**src/rtl/codec_regs_pkg.sv**
```systemverilog
package codec_regs_pkg;

  // ==========================================================
  // Register addresses (7-bit link register index)
  // ==========================================================
  localparam logic [6:0] AUX_OUTPUT_CONTROL_ADDR     = 7'h16;
  localparam logic [6:0] DAC_MIXER_GAIN_ADDR         = 7'h18;
  localparam logic [6:0] RECORD_SELECTOR_ADDR        = 7'h1a;
  localparam logic [6:0] RECORD_GAIN_ADDR            = 7'h1c;
  localparam logic [6:0] GENERAL_PURPOSE_ADDR        = 7'h20;
  localparam logic [6:0] STEREO_WIDENING_CTRL_ADDR   = 7'h22;
  localparam logic [6:0] EXTRA_POWER_DOWN_ADDR       = 7'h24;
  localparam logic [6:0] STANDARD_POWER_CONTROL_ADDR = 7'h26;

  // Word index of the first plain register (address / 2)
  localparam logic [5:0] FIRST_WORD = 6'h0b;
  localparam int         NUM_RW     = 8;

  // ==========================================================
  // Plain registers 16h..24h, entry 4 (1Eh) is not present
  // ==========================================================
  localparam logic [15:0] RW_RESET [NUM_RW] = '{
    16'h8000, 16'he808, 16'h3000, 16'h8000,
    16'h0000, 16'h0000, 16'h0000, 16'h0000
  };
  localparam logic [15:0] RW_MASK [NUM_RW] = '{
    16'h87bf, 16'hff1f, 16'h7f07, 16'hffff,
    16'h0000, 16'h2080, 16'h003f, 16'hffff
  };

  // ==========================================================
  // Field positions
  // ==========================================================
  localparam int OUTPUT_MUTE_BIT       = 15;
  localparam int AUX_SRC_LSB           = 9;
  localparam int SPK_PAIR_SRC_BIT      = 8;
  localparam int ADC_DAC_LOOPBACK_BIT  = 7;
  localparam int STEREO_WIDEN_BIT      = 13;
  localparam int PR_LSB                = 8;
  localparam int PR_WIDTH              = 7;
  localparam int LINK_PD_BIT           = 4;
  localparam int INT_CLK_OFF_BIT       = 5;

  // Standard power-down index that also gates each extra bit
  localparam int PR_OF_XPD [16] = '{
    0, 0, 0, 2, 6, 6, 2, 2, 2, 2, 3, 0, 0, 1, 1, 5
  };

endpackage

```
**src/rtl/codec_mixer_power_control_regs.sv**
```systemverilog
`timescale 1ns/1ps
module codec_mixer_power_control_regs #(
  parameter int SAMPLE_W = 16
) (
  // Clock and reset
  input  wire logic                CLK,
  input  wire logic                ARST_N,
  input  wire logic                POWER_STATE_STRAP,
  // Register access from the link frame decoder
  input  wire logic                REG_WR,
  input  wire logic                REG_RD,
  input  wire logic [6:0]          REG_ADDR,
  input  wire logic [15:0]         REG_WDATA,
  output logic      [15:0]         REG_RDATA,
  output logic                     REG_RVALID,
  // Control words to the analogue section
  output logic      [15:0]         AUX_OUTPUT_CONTROL,
  output logic      [15:0]         DAC_MIXER_GAIN,
  output logic      [15:0]         RECORD_SELECTOR,
  output logic      [15:0]         RECORD_GAIN,
  output logic      [15:0]         STEREO_WIDENING_CONTROL,
  output logic                     STEREO_WIDEN_ENABLE,
  output logic                     ADC_DAC_LOOPBACK,
  // Power control
  output logic      [15:0]         BLOCK_POWER_ON,
  output logic      [6:0]          STD_POWER_DOWN,
  output logic                     LINK_POWER_DOWN,
  output logic                     INTERNAL_CLOCK_OFF,
  // Sample paths
  input  wire logic [SAMPLE_W-1:0] LINK_DAC_LEFT,
  input  wire logic [SAMPLE_W-1:0] LINK_DAC_RIGHT,
  input  wire logic                LINK_DAC_VALID,
  input  wire logic [SAMPLE_W-1:0] ADC_LEFT,
  input  wire logic [SAMPLE_W-1:0] ADC_RIGHT,
  input  wire logic                ADC_VALID,
  output logic      [SAMPLE_W-1:0] DAC_LEFT,
  output logic      [SAMPLE_W-1:0] DAC_RIGHT,
  output logic                     DAC_VALID
);

  // ==========================================================
  // Address decode
  // ==========================================================
  logic [5:0]  word_idx;
  logic [5:0]  rel_idx;
  logic        rw_hit;
  logic        pr_hit;
  logic [2:0]  sel;

  assign word_idx = REG_ADDR[6:1];
  assign rel_idx  = word_idx - codec_regs_pkg::FIRST_WORD;
  assign rw_hit   = !REG_ADDR[0] && (rel_idx < 6'(codec_regs_pkg::NUM_RW));
  assign pr_hit   = REG_ADDR == codec_regs_pkg::STANDARD_POWER_CONTROL_ADDR;
  assign sel      = rel_idx[2:0];

  // ==========================================================
  // Plain read/write registers
  // ==========================================================
  logic [15:0] regs_q [codec_regs_pkg::NUM_RW];

  genvar g;
  generate
    for (g = 0; g < codec_regs_pkg::NUM_RW; g++)
    begin : g_reg
      always_ff @(posedge CLK or negedge ARST_N)
      begin
        if (!ARST_N)
          regs_q[g] <= codec_regs_pkg::RW_RESET[g];
        else if (REG_WR && rw_hit && sel == 3'(g))
          regs_q[g] <= REG_WDATA & codec_regs_pkg::RW_MASK[g];
      end
    end
  endgenerate

  // ==========================================================
  // Standard power-down bits and the strap
  // ==========================================================
  // The strap is sampled on the first edge after release, since an
  // asynchronous reset may only load constants.
  logic [6:0] pr_q;
  logic       strap_done_q;

  always_ff @(posedge CLK or negedge ARST_N)
  begin
    if (!ARST_N)
      strap_done_q <= 1'b0;
    else
      strap_done_q <= 1'b1;
  end

  always_ff @(posedge CLK or negedge ARST_N)
  begin
    if (!ARST_N)
      pr_q <= 7'h00;
    else if (!strap_done_q)
      pr_q <= {7{POWER_STATE_STRAP}};
    else if (REG_WR && pr_hit)
      pr_q <= REG_WDATA[14:8];
  end

  // Ready flags: reference, mixers, DACs, ADCs
  logic [3:0] ready;
  assign ready = {~pr_q[2], ~pr_q[3], ~pr_q[1], ~pr_q[0]};

  // ==========================================================
  // Read path
  // ==========================================================
  logic [15:0] rdata_d;

  always_comb
  begin
    rdata_d = 16'h0000;
    if (pr_hit)
      rdata_d = {1'b0, pr_q, 4'h0, ready};
    else if (rw_hit)
      rdata_d = regs_q[sel];
  end

  always_ff @(posedge CLK or negedge ARST_N)
  begin
    if (!ARST_N)
    begin
      REG_RDATA  <= 16'h0000;
      REG_RVALID <= 1'b0;
    end
    else
    begin
      REG_RVALID <= REG_RD;
      if (REG_RD)
        REG_RDATA <= rdata_d;
    end
  end

  // ==========================================================
  // Control outputs, straight from the register flops
  // ==========================================================
  assign AUX_OUTPUT_CONTROL      = regs_q[0];
  assign DAC_MIXER_GAIN          = regs_q[1];
  assign RECORD_SELECTOR         = regs_q[2];
  assign RECORD_GAIN             = regs_q[3];
  assign STEREO_WIDENING_CONTROL = regs_q[6];
  assign STEREO_WIDEN_ENABLE     =
    regs_q[5][codec_regs_pkg::STEREO_WIDEN_BIT];
  assign ADC_DAC_LOOPBACK        =
    regs_q[5][codec_regs_pkg::ADC_DAC_LOOPBACK_BIT];
  assign STD_POWER_DOWN          = pr_q;
  assign LINK_POWER_DOWN         = pr_q[codec_regs_pkg::LINK_PD_BIT];
  assign INTERNAL_CLOCK_OFF      = pr_q[codec_regs_pkg::INT_CLK_OFF_BIT];

  // ==========================================================
  // Combined power state
  // ==========================================================
  // Registered so the analogue enables never see decode glitches;
  // they lag the register write by one cycle.
  logic [15:0] std_map;
  logic [15:0] power_on_d;

  generate
    for (g = 0; g < 16; g++)
    begin : g_pwr
      assign std_map[g] = pr_q[codec_regs_pkg::PR_OF_XPD[g]];
    end
  endgenerate

  assign power_on_d = ~(regs_q[7] | std_map);

  always_ff @(posedge CLK or negedge ARST_N)
  begin
    if (!ARST_N)
      BLOCK_POWER_ON <= 16'h0000;
    else
      BLOCK_POWER_ON <= power_on_d;
  end

  // ==========================================================
  // Loopback sample path
  // ==========================================================
  always_ff @(posedge CLK or negedge ARST_N)
  begin
    if (!ARST_N)
    begin
      DAC_LEFT  <= '0;
      DAC_RIGHT <= '0;
      DAC_VALID <= 1'b0;
    end
    else if (ADC_DAC_LOOPBACK)
    begin
      DAC_VALID <= ADC_VALID;
      if (ADC_VALID)
      begin
        DAC_LEFT  <= ADC_LEFT;
        DAC_RIGHT <= ADC_RIGHT;
      end
    end
    else
    begin
      DAC_VALID <= LINK_DAC_VALID;
      if (LINK_DAC_VALID)
      begin
        DAC_LEFT  <= LINK_DAC_LEFT;
        DAC_RIGHT <= LINK_DAC_RIGHT;
      end
    end
  end
endmodule

```
**config.mk**
```make
export PLATFORM = sky130hd
export DESIGN_NAME = codec_mixer_power_control_regs
export DESIGN_NICKNAME = d
export VERILOG_FILES = /design/src/rtl/codec_regs_pkg.sv /design/src/rtl/codec_mixer_power_control_regs.sv
export SDC_FILE = /design/constraint.sdc
export NUM_CORES = 1
export LEC_CHECK = 0
export BUFFER_PORTS_ARGS = -buffer_cell sky130_fd_sc_hd__buf_4
export CAP_MARGIN = 20
export CORE_MARGIN = 5
export CORE_UTILIZATION = 55
export CTS_CLUSTER_SIZE = 16
export DETAILED_ROUTE_END_ITERATION = 8
export HOLD_SLACK_MARGIN = 0.06
export PLACE_DENSITY = 0.93
export SLEW_MARGIN = 15
export SYNTH_ARGS = -nofsm -noshare
export SYNTH_HDL_FRONTEND = slang
export SYNTH_SLANG_ARGS = --single-unit
export TNS_END_PERCENT = 5
```
**constraint.sdc**
```tcl
create_clock -name CLK -period 3.8 [get_ports CLK]
set_input_delay 0.38 -clock CLK [delete_from_list [all_inputs] [get_ports CLK]]
set_output_delay 0.38 -clock CLK [all_outputs]
set_load 0.1 [all_outputs]
```
==> results of run 1 <==
==> kinds of logic after synthesis <==
group           count (synthesis)  synth area share (%)
compound gates                 87                  7.74
xor+xnor                        1                 0.120
fa+ha+maj                       5                 0.860
buf+inv                       125                  11.0
flops                         148                  51.1
mux                           143                  21.0
other cells                     2                 0.103
simple gates                  113                  8.15
==> repair_timing <==
item | in CTS | in global routing
endpoints found under the hold margin | 0 | 50
setup buffers | 0 | 0
hold buffers | 0 | 1
==> final cells by class <==
class | count | area share, %
clock buffers | 27 | 5.49
clock inverters | 4 | 0.287
inverters | 7 | 0.287
multi-input cells | 374 | 31.3
flip-flops and latches | 148 | 40.6
well taps | 176 | 2.40
repair buffers | 237 | 19.7
==> through the flow <==
stage	std cells	power (W)	hold WS (ns)	area (um2)	utilization (%)
CTS	971	0.00525	0.168	9130	69.7
global route	973	0.00542	0.206	9160	70.0
global placement	940	0.00373	0.424	8600	65.7
floorplan	647	0.00338	0.0844	7360	-
finish	973	0.00525	0.198	9160	70.0
detailed placement	940	0.00375	0.428	8600	65.7
==> report_power, final <==
part	internal (W)	total, W	switching (W)
clock	0.000900	0.00152	0.000617
combinational	0.000391	0.00186	0.00146
sequential	0.00174	0.00188	0.000140
total	0.00303	0.00525	0.00222
==> cells in the mapped netlist, types with 2 or more instances <==
master | number | area [um2]
clkbuf_1 | 21 | 78.8
conb_1 | 2 | 7.51
dfrtp_1 | 139 | 3480
buf_2 | 7 | 35.0
o21ai_0 | 33 | 165
nand2_1 | 42 | 158
nor2_1 | 33 | 124
ha_1 | 5 | 62.6
a21oi_1 | 11 | 55.1
o2bb2ai_1 | 4 | 35.0
mux2_2 | 38 | 428
o211ai_1 | 10 | 75.1
dfstp_2 | 9 | 236
nand4_1 | 4 | 25.0
a31oi_1 | 7 | 43.8
nor3b_1 | 4 | 30.0
o22a_1 | 2 | 17.5
nand2b_1 | 9 | 56.3
or4b_2 | 3 | 30.0
mux2_1 | 38 | 428
nand3_1 | 2 | 10.0
nand4b_1 | 4 | 35.0
buf_4 | 83 | 623
nand3_4 | 2 | 35.0
inv_1 | 7 | 26.3
mux2i_1 | 67 | 671
a32oi_1 | 4 | 35.0
and3_1 | 3 | 18.8
buf_1 | 6 | 22.5
a2bb2oi_1 | 2 | 17.5
o221ai_1 | 2 | 17.5
o22ai_1 | 8 | 50.1
nor2b_1 | 2 | 12.5
==> registers in the layout (all words and copies together) (netlist names) <==
| register | flops |
|---|---|
| AUX_OUTPUT_CONTROL | 11 |
| strap_done_q | 1 |
| DAC_MIXER_GAIN | 13 |
| REG_RDATA | 16 |
| regs_q | 16 |
| DAC_VALID | 1 |
| RECORD_GAIN | 16 |
| REG_RVALID | 1 |
| DAC_RIGHT | 16 |
| STEREO_WIDEN_ENABLE | 1 |
| ADC_DAC_LOOPBACK | 1 |
| DAC_LEFT | 16 |
| RECORD_SELECTOR | 10 |
| STEREO_WIDENING_CONTROL | 6 |
| STD_POWER_DOWN | 7 |
| BLOCK_POWER_ON | 16 |
==> worst paths after layout <==
check / startpoint / endpoint / cells past startpoint
hold reg to reg: regs_q[1] / BLOCK_POWER_ON[1] / 1
max in group asynchronous: ARST_N / AUX_OUTPUT_CONTROL[15] / 4
setup reg to reg: ADC_DAC_LOOPBACK / DAC_RIGHT[11] / 3
setup / recovery: REG_ADDR[1] / REG_RDATA[14] / 7
min in group asynchronous: ARST_N / BLOCK_POWER_ON[11] / 2
hold / removal: REG_WDATA[6] / RECORD_GAIN[6] / 2
==> layer usage <==
| layer | up-vias | track usage [%] |
|---|---|---|
| met5 | - | 0 |
| met4 | 0 | 10.3 |
| met3 | 54 | 8.83 |
| met2 | 376 | 40.2 |
| met1 | 2654 | 29.7 |
| li1 | 2407 | - |
==> flow_summary.yaml, run 1 <==
outcome:
  status: "completed"
critical_path:
  cp.required_ns: 4.12
  worst-path-buf-inv: 1
  cp-end-kind: "flop"
  slowest_delay_ns: 0.73
  crit_chain: "buf_4 > ha_1 > ha_1 > or4b_2 > o211ai_1 > a32oi_1 > a21oi_1"
  critical_path_class: "in -> reg"
  critPathSlowestCell: "or4b_2"
  start_kind: "input pin"
  regToRegSetupSlack_ns: 1.96
  path_delay_family: "adder cells"
  cp_data_arrival_time_ns: 3.00
  path_max_fanout: 47
  critPathMostFrequentCell: "ha_1"
layout:
  syn_to_final_growth_pct: 26.0
  multiInputGateArea_um2: 2870
  antennaDiodeCount: 0
  final_nets: 884
  regArea_um2: 3720
  nFillCells: 891
  drive_gt1_share_pct: 40.2
  final_common_cell: "buf_4"
  mostFrequentLayoutCells: "buf_4, dfrtp_1, mux2i_1"
floorplan:
  coreArea_um2: 13100
  num_io_pins: 251
  start_util_pct: 55.6
  dieArea_um2: 15600
  fp.dieH_um: 125
  num_rows: 42
  die-width_um: 125
logic_synthesis:
  ys_warn_count: 0
  synth-edff-count: 0
  yosys_most_used_dff: "dfrtp_1"
  syn_area_per_cell_um2: 11.7
  synth-seq-cells: 148
  seq_area_frac_synth_pct: 51.1
  syn_inst: 624
  syn_area_um2: 7270
  yosysUniqueCellTypes: 44
  async_flop_share_pct: 100
pwr:
  ir_drop_uv: 278
  p_leak_nw: 4.55
  power_per_cell_area_nw_per_um2: 573
placement:
  preCtsSetupSlack_ns: 0.927
  hpwlAfterDp_um: 13800
  place.gp.congestion: 0.885
  port_buffers: 226
clock_network:
  path_clk_slew_ns: 0.07
  cts_tree: "built"
  root_buffer: "clkbuf_16"
  htree_levels: 4
  clockBufferDepth: 2
  cts_buffers: 17
  clkLatencyLatePin_ns: 0.42
  clock_sinks: 148
  ctsResizeCount: 0
global_route:
  grtUsageTotal_pct: 24.6
  antenna_found_initial: 0
  grt_start_max_net_pins: 119
  grt.overflow.total: 0
  grt_pass1_vias: 5618
  grt_pass1_wl_um: 30600
timing:
  fin_crit_sh_pct: 70.7
  fin_crit_ns: 2.69
  fmax_ghz: 0.372
  hold_viol_final: 0
  tightest_slew_ns: 0.678
  tns_ns: 0
  rsz0062_at_grt: "no"
  slew_headroom_pct: 54.8
  slew_viol_final: 0
  setup-violations-final: 0
  layout_setup_ws_ns: 1.11
  clock_skew_ns: 0.0143
drt:
  highest_layer: "met4"
  drt-total-wl_um: 19500
  drc_errors: 0
  detail-route-antenna-nets: 0
  drt-met1-wl_um: 7120
  via_per_inst: 5.64
  routed-wl-met2_um: 9680
  dr.pass1.iters: 6
  dr_total_vias: 5491
  first_iter_violations: 718
  routedWlPerCell_um: 20.1
  route.met3.wl_um: 2090
worst_hold_path:
  hp-class: "in -> reg"
run:
  drv_cap: 0
(Power assumes the default switching activity.)
==> run 2: changes to the inputs <==
CORE_UTILIZATION = 46   (was 55)
PLACE_DENSITY = 0.83   (was 0.93)
clock period = 2.2 ns   (was 3.8 ns; I/O delays follow)
==> run 2 against run 1 <==
Against the previous run:
- count of clock-buffer cells in the layout decreased by 5
- sequential share of layout area decreased by 1.4 points
- clock power increased by 88%
- via count decreased by 2.5%
- total power increased by 78%
- die area increased by 18%
- worst hold slack got worse by 0.12 ns
- sequential cell count unchanged
==> flow_summary.yaml, run 2 (synthesis results as in run 1) <==
global_route:
  antenna_found_initial: 0
  grtUsageTotal_pct: 21.7
  grt_start_max_net_pins: 66
  grt_pass1_vias: 5536
  grt_pass1_wl_um: 30400
  grt.overflow.total: 0
clock_network:
  path_clk_slew_ns: 0.06
  root_buffer: "clkbuf_16"
  cts_buffers: 17
  clkLatencyLatePin_ns: 0.42
  ctsResizeCount: 0
  clockBufferDepth: 2
  cts_setup_buffers: 0
  cts_tree: "built"
  htree_levels: 4
  clock_sinks: 148
pwr:
  power_per_cell_area_nw_per_um2: 984
  p_total_w: 0.00935
  ir_drop_uv: 488
  p_leak_nw: 4.69
drt:
  first_iter_violations: 303
  routedWlPerCell_um: 18.9
  via_per_inst: 5.15
  dr_total_vias: 5352
  dr.pass1.iters: 5
  drt-total-wl_um: 19700
  detail-route-antenna-nets: 0
  drc_errors: 0
timing:
  setup-violations-final: 0
  whs_ns: 0.0800
  tns_ns: 0
  fin_crit_sh_pct: 81.2
  rsz0062_at_grt: "no"
  slew_viol_final: 0
  fmax_ghz: 0.560
  tightest_slew_ns: 0.593
  fin_crit_ns: 1.79
  hold_viol_final: 0
  clock_skew_ns: 0.0100
  slew_headroom_pct: 60.5
layout:
  antennaDiodeCount: 0
  final_common_cell: "buf_4"
  final_nets: 910
  postLayoutCoreUtil_pct: 60.5
  drive_gt1_share_pct: 41.0
  nFillCells: 1277
  mostFrequentLayoutCells: "buf_4, dfrtp_1, mux2i_1"
  syn_to_final_growth_pct: 30.6
placement:
  place.gp.congestion: 0.874
  port_buffers: 226
  hpwlAfterDp_um: 14900
critical_path:
  slowest_delay_ns: 0.49
  critical_path_class: "in -> reg"
  crit_chain: "buf_4 > ha_1 > ha_1 > buf_4 > nand2b_1 > o221ai_1 > a32oi_1 > a21oi_1"
  cp_data_arrival_time_ns: 2.08
  cp.required_ns: 2.49
  path_depth: 8
  cp-end-kind: "flop"
  start_kind: "input pin"
  path_delay_family: "adder cells"
  r2r_cells: 4
  worst-path-buf-inv: 2
  path_max_fanout: 12
  critPathSlowestCell: "nand2b_1"
floorplan:
  dieArea_um2: 18400
  start_util_pct: 46.3
  num_rows: 46
  num_io_pins: 251
  coreArea_um2: 15700
  fp.dieH_um: 136
  die-width_um: 136
worst_hold_path:
  hp-class: "in -> reg"
  min_delay_path_depth: 2
outcome:
  status: "completed"
run:
  drv_cap: 0
## run 2: changes by cell type in the layout (fill, tap and decap cells not counted), sizes merged
cell         change
clkinvlp         +2
dlygate4sd3     +12
clkbuf           -5
inv              +2
buf             +14
bufinv           +2
## run 2: where the power goes
part,switching (W),internal [W]
clock network,0.00112,0.00174
registers,0.000224,0.00300
logic,0.00255,0.000712
## run 2: layout make-up
cell class                 count  area (um2)  area share, %
multi-input combinational    374        2870           30.2
timing repair buffer         263        2040           21.4
inverter                       7        26.3          0.277
clock buffer                  22         464           4.89
clock inverter                10         123           1.29
tap                          216         270           2.84
sequential                   148        3720           39.1
## run 2: routing by layer
layer / vias to the layer above / wire length, um / GRT usage, %
met4: 0 / 283 / 7.05
met5: - / 0 / 0
met3: 21 / 1870 / 5.98
met1: 2593 / 7720 / 27.1
met2: 271 / 9780 / 36.4
li1: 2467 / - / -
## run 2: final timing paths
path                                     from             endpoint  slack (ns)
hold reg to reg                     regs_q[0]    BLOCK_POWER_ON[0]        0.43
hold / removal                  REG_WDATA[12]      RECORD_GAIN[12]        0.08
setup reg to reg           DAC_MIXER_GAIN[14]        REG_RDATA[14]        0.59
setup / recovery                  REG_ADDR[1]        REG_RDATA[10]        0.41
max in group asynchronous              ARST_N  RECORD_SELECTOR[13]        1.08
min in group asynchronous              ARST_N          DAC_LEFT[5]        0.33
## run 2: timing repair
item | 4_1_cts | 5_1_grt
hold buffers | 13 | 0
setup endpoints to repair | 0 | 0
hold endpoints to repair | 76 | 0
## run 2: stage by stage
step,area [um2],cells,worst slack (ns)
6_report,9500,1040,0.413
5_1_grt,9500,1040,0.341
4_1_cts,9500,1040,0.423
3_5_place_dp,8780,995,0.0210
3_3_place_gp,8780,995,0.0708
2_1_floorplan,7380,647,0.0266
==> run 3: changes to the inputs <==
clock period = 1.55 ns   (was 2.2 ns; I/O delays follow)
==> run 3 against run 2 <==
Against the previous run:
- clock skew up 0.0015 ns
- sequential cell count did not move
- first-iteration DRC count decreased by 27%
- register-to-register slack got worse by 0.51 ns
- clock power grew 34%
- sequential power rose by 42%
- cell count is 8.4% higher
- die area unchanged
- critical path type unchanged
- critical endpoint is now regs_q[5]
==> flow_summary.yaml, run 3 (synthesis results as in run 1) <==
critical_path:
  critPathSlowestCell: "mux2_1"
  crit_chain: "buf_4 > ha_2 > xnor2_1 > o221ai_2 > buf_4 > nand3_4 > mux2_1"
  path_delay_family: "multiplexers"
  start_kind: "input pin"
  r2r_cells: 4
  worst-path-buf-inv: 2
  r2r_end: "REG_RDATA[11]"
  cp_data_arrival_time_ns: 1.80
  cp.required_ns: 1.84
  regToRegSetupSlack_ns: 0.08
  critical_path_class: "in -> reg"
  critPathLaunch: "REG_ADDR[1]"
  cp-end-kind: "flop"
  critPathMostFrequentCell: "buf_4"
  path_max_fanout: 16
  slowest_delay_ns: 0.40
  timing.rr.start: "DAC_MIXER_GAIN[11]"
timing:
  slew_viol_final: 0
  whs_ns: 0.0976
  fin_crit_ns: 1.51
  clock_skew_ns: 0.0116
  rsz0062_at_grt: "no"
  fmax_ghz: 0.663
  hold_viol_final: 0
  fin_crit_sh_pct: 97.3
  setup-violations-final: 0
placement:
  place_area_um2: 9080
  hpwlAfterDp_um: 15000
  port_buffers: 226
  place.gp.congestion: 0.839
pwr:
  comb_power_share_pct: 36.9
  internal_power_w: 0.00771
  switching_power_w: 0.00564
  seqPwrFrac_pct: 34.4
  p_leak_nw: 5.09
  p_sw_share_pct: 42.3
  power_per_cell_area_nw_per_um2: 1280
  clockPowerShare_pct: 28.7
  ir_drop_uv: 769
drt:
  first_iter_violations: 220
  routedWlPerCell_um: 19.2
  drc_errors: 0
  dr_total_vias: 5807
  drt-total-wl_um: 21700
  dr.pass1.iters: 5
  via_per_inst: 5.15
  detail-route-antenna-nets: 0
floorplan:
  num_io_pins: 251
  num_rows: 46
  start_util_pct: 46.3
  fp.dieH_um: 136
  die-width_um: 136
  coreArea_um2: 15700
  dieArea_um2: 18400
clock_network:
  clock_sinks: 148
  cts_buffers: 17
  cts_tree: "built"
  clockBufferDepth: 2
  cts_setup_buffers: 0
  root_buffer: "clkbuf_16"
  clkLatencyLatePin_ns: 0.42
  htree_levels: 4
  path_clk_slew_ns: 0.06
global_route:
  grt_start_max_net_pins: 66
  antenna_found_initial: 0
  grt_pass1_vias: 6178
  grtUsageTotal_pct: 23.5
  grt.overflow.total: 0
  grt_pass1_wl_um: 33400
run:
  drv_cap: 0
layout:
  antennaDiodeCount: 0
  drive_gt1_share_pct: 40.8
  fin_area_um2: 10400
  final_common_cell: "buf_4"
  syn_to_final_growth_pct: 43.7
  final_nets: 997
  mostFrequentLayoutCells: "buf_4, dfrtp_1, dlygate4sd3_1"
worst_hold_path:
  hold_end: "DAC_LEFT[12]"
  worstHoldStart: "LINK_DAC_LEFT[12]"
  min_delay_path_depth: 3
  hp-class: "in -> reg"
outcome:
  status: "completed"
==> run 3: final cells by class <==
| type | count | area (um2) |
|---|---|---|
| Inverter | 7 | 31.3 |
| Clock inverter | 9 | 70.1 |
| Clock buffer | 23 | 488 |
| Multi-Input combinational cell | 374 | 2940 |
| Tap cell | 216 | 270 |
| Fill cell | 1109 | 5260 |
| Timing Repair Buffer | 350 | 2930 |
| Sequential cell | 148 | 3720 |
==> run 3: worst max path at each step <==
stage | cells after the start | slack (ns) | to
3_5_place_dp | 7 | -0.36 | regs_q[5]
4_1_cts | 2 | 0.02 | ADC_DAC_LOOPBACK
6_report | 7 | 0.04 | regs_q[5]
5_1_grt | 7 | 0.004 | regs_q[9]
3_3_place_gp | 7 | -0.33 | RECORD_GAIN[13]
2_1_floorplan | 9 | -0.15 | REG_RDATA[14]
==> run 3: power by group through the flow <==
stage               registers [W]  logic (W)  clock network [W]
floorplan                 0.00609    0.00225                  0
global placement          0.00463    0.00469                  0
detailed placement        0.00464    0.00473                  0
CTS                       0.00458    0.00489            0.00391
global route              0.00463    0.00509            0.00409
finish                    0.00459    0.00492            0.00384
==> run 3: metal layers <==
metal  up-vias  routed length [um]  global-route usage (%)  part of all wire, %
met2       287               10700                    39.4                   50
met3        28                1960                    7.62                  9.1
met4         0                 291                    6.27                  1.3
li1       2632                   -                       -                    -
met5         -                   0                       0                    0
met1      2860                8680                    29.4                   40
==> run 3: worst register-to-register path, delay by kind of cell, from the launching register on <==
family / cells / cell delay [ns]
AOI/OAI and AO/OA: 3 / 0.39
DFF: 1 / 0.55
and+or+nand+nor: 1 / 0.45
==> run 3: timing repair <==
action                                  CTS  global route
hold buffers                             78             0
resized for setup                         5             3
endpoints found under the setup margin    3             5
hold endpoints to repair                245             0
pin swaps                                 0             1
==> run 3: stage by stage <==
stage	setup TNS [ns]	cells	total power [W]	worst slack, ns	utilization [%]
2_1_floorplan	-9.74	647	0.00834	-0.149	-
3_3_place_gp	-21.10	1017	0.00931	-0.327	57.8
3_5_place_dp	-23.86	1017	0.00937	-0.364	57.8
4_1_cts	0	1127	0.0134	0.0178	66.4
5_1_grt	0	1127	0.0138	0.00437	66.5
6_report	0	1127	0.0133	0.0417	66.5
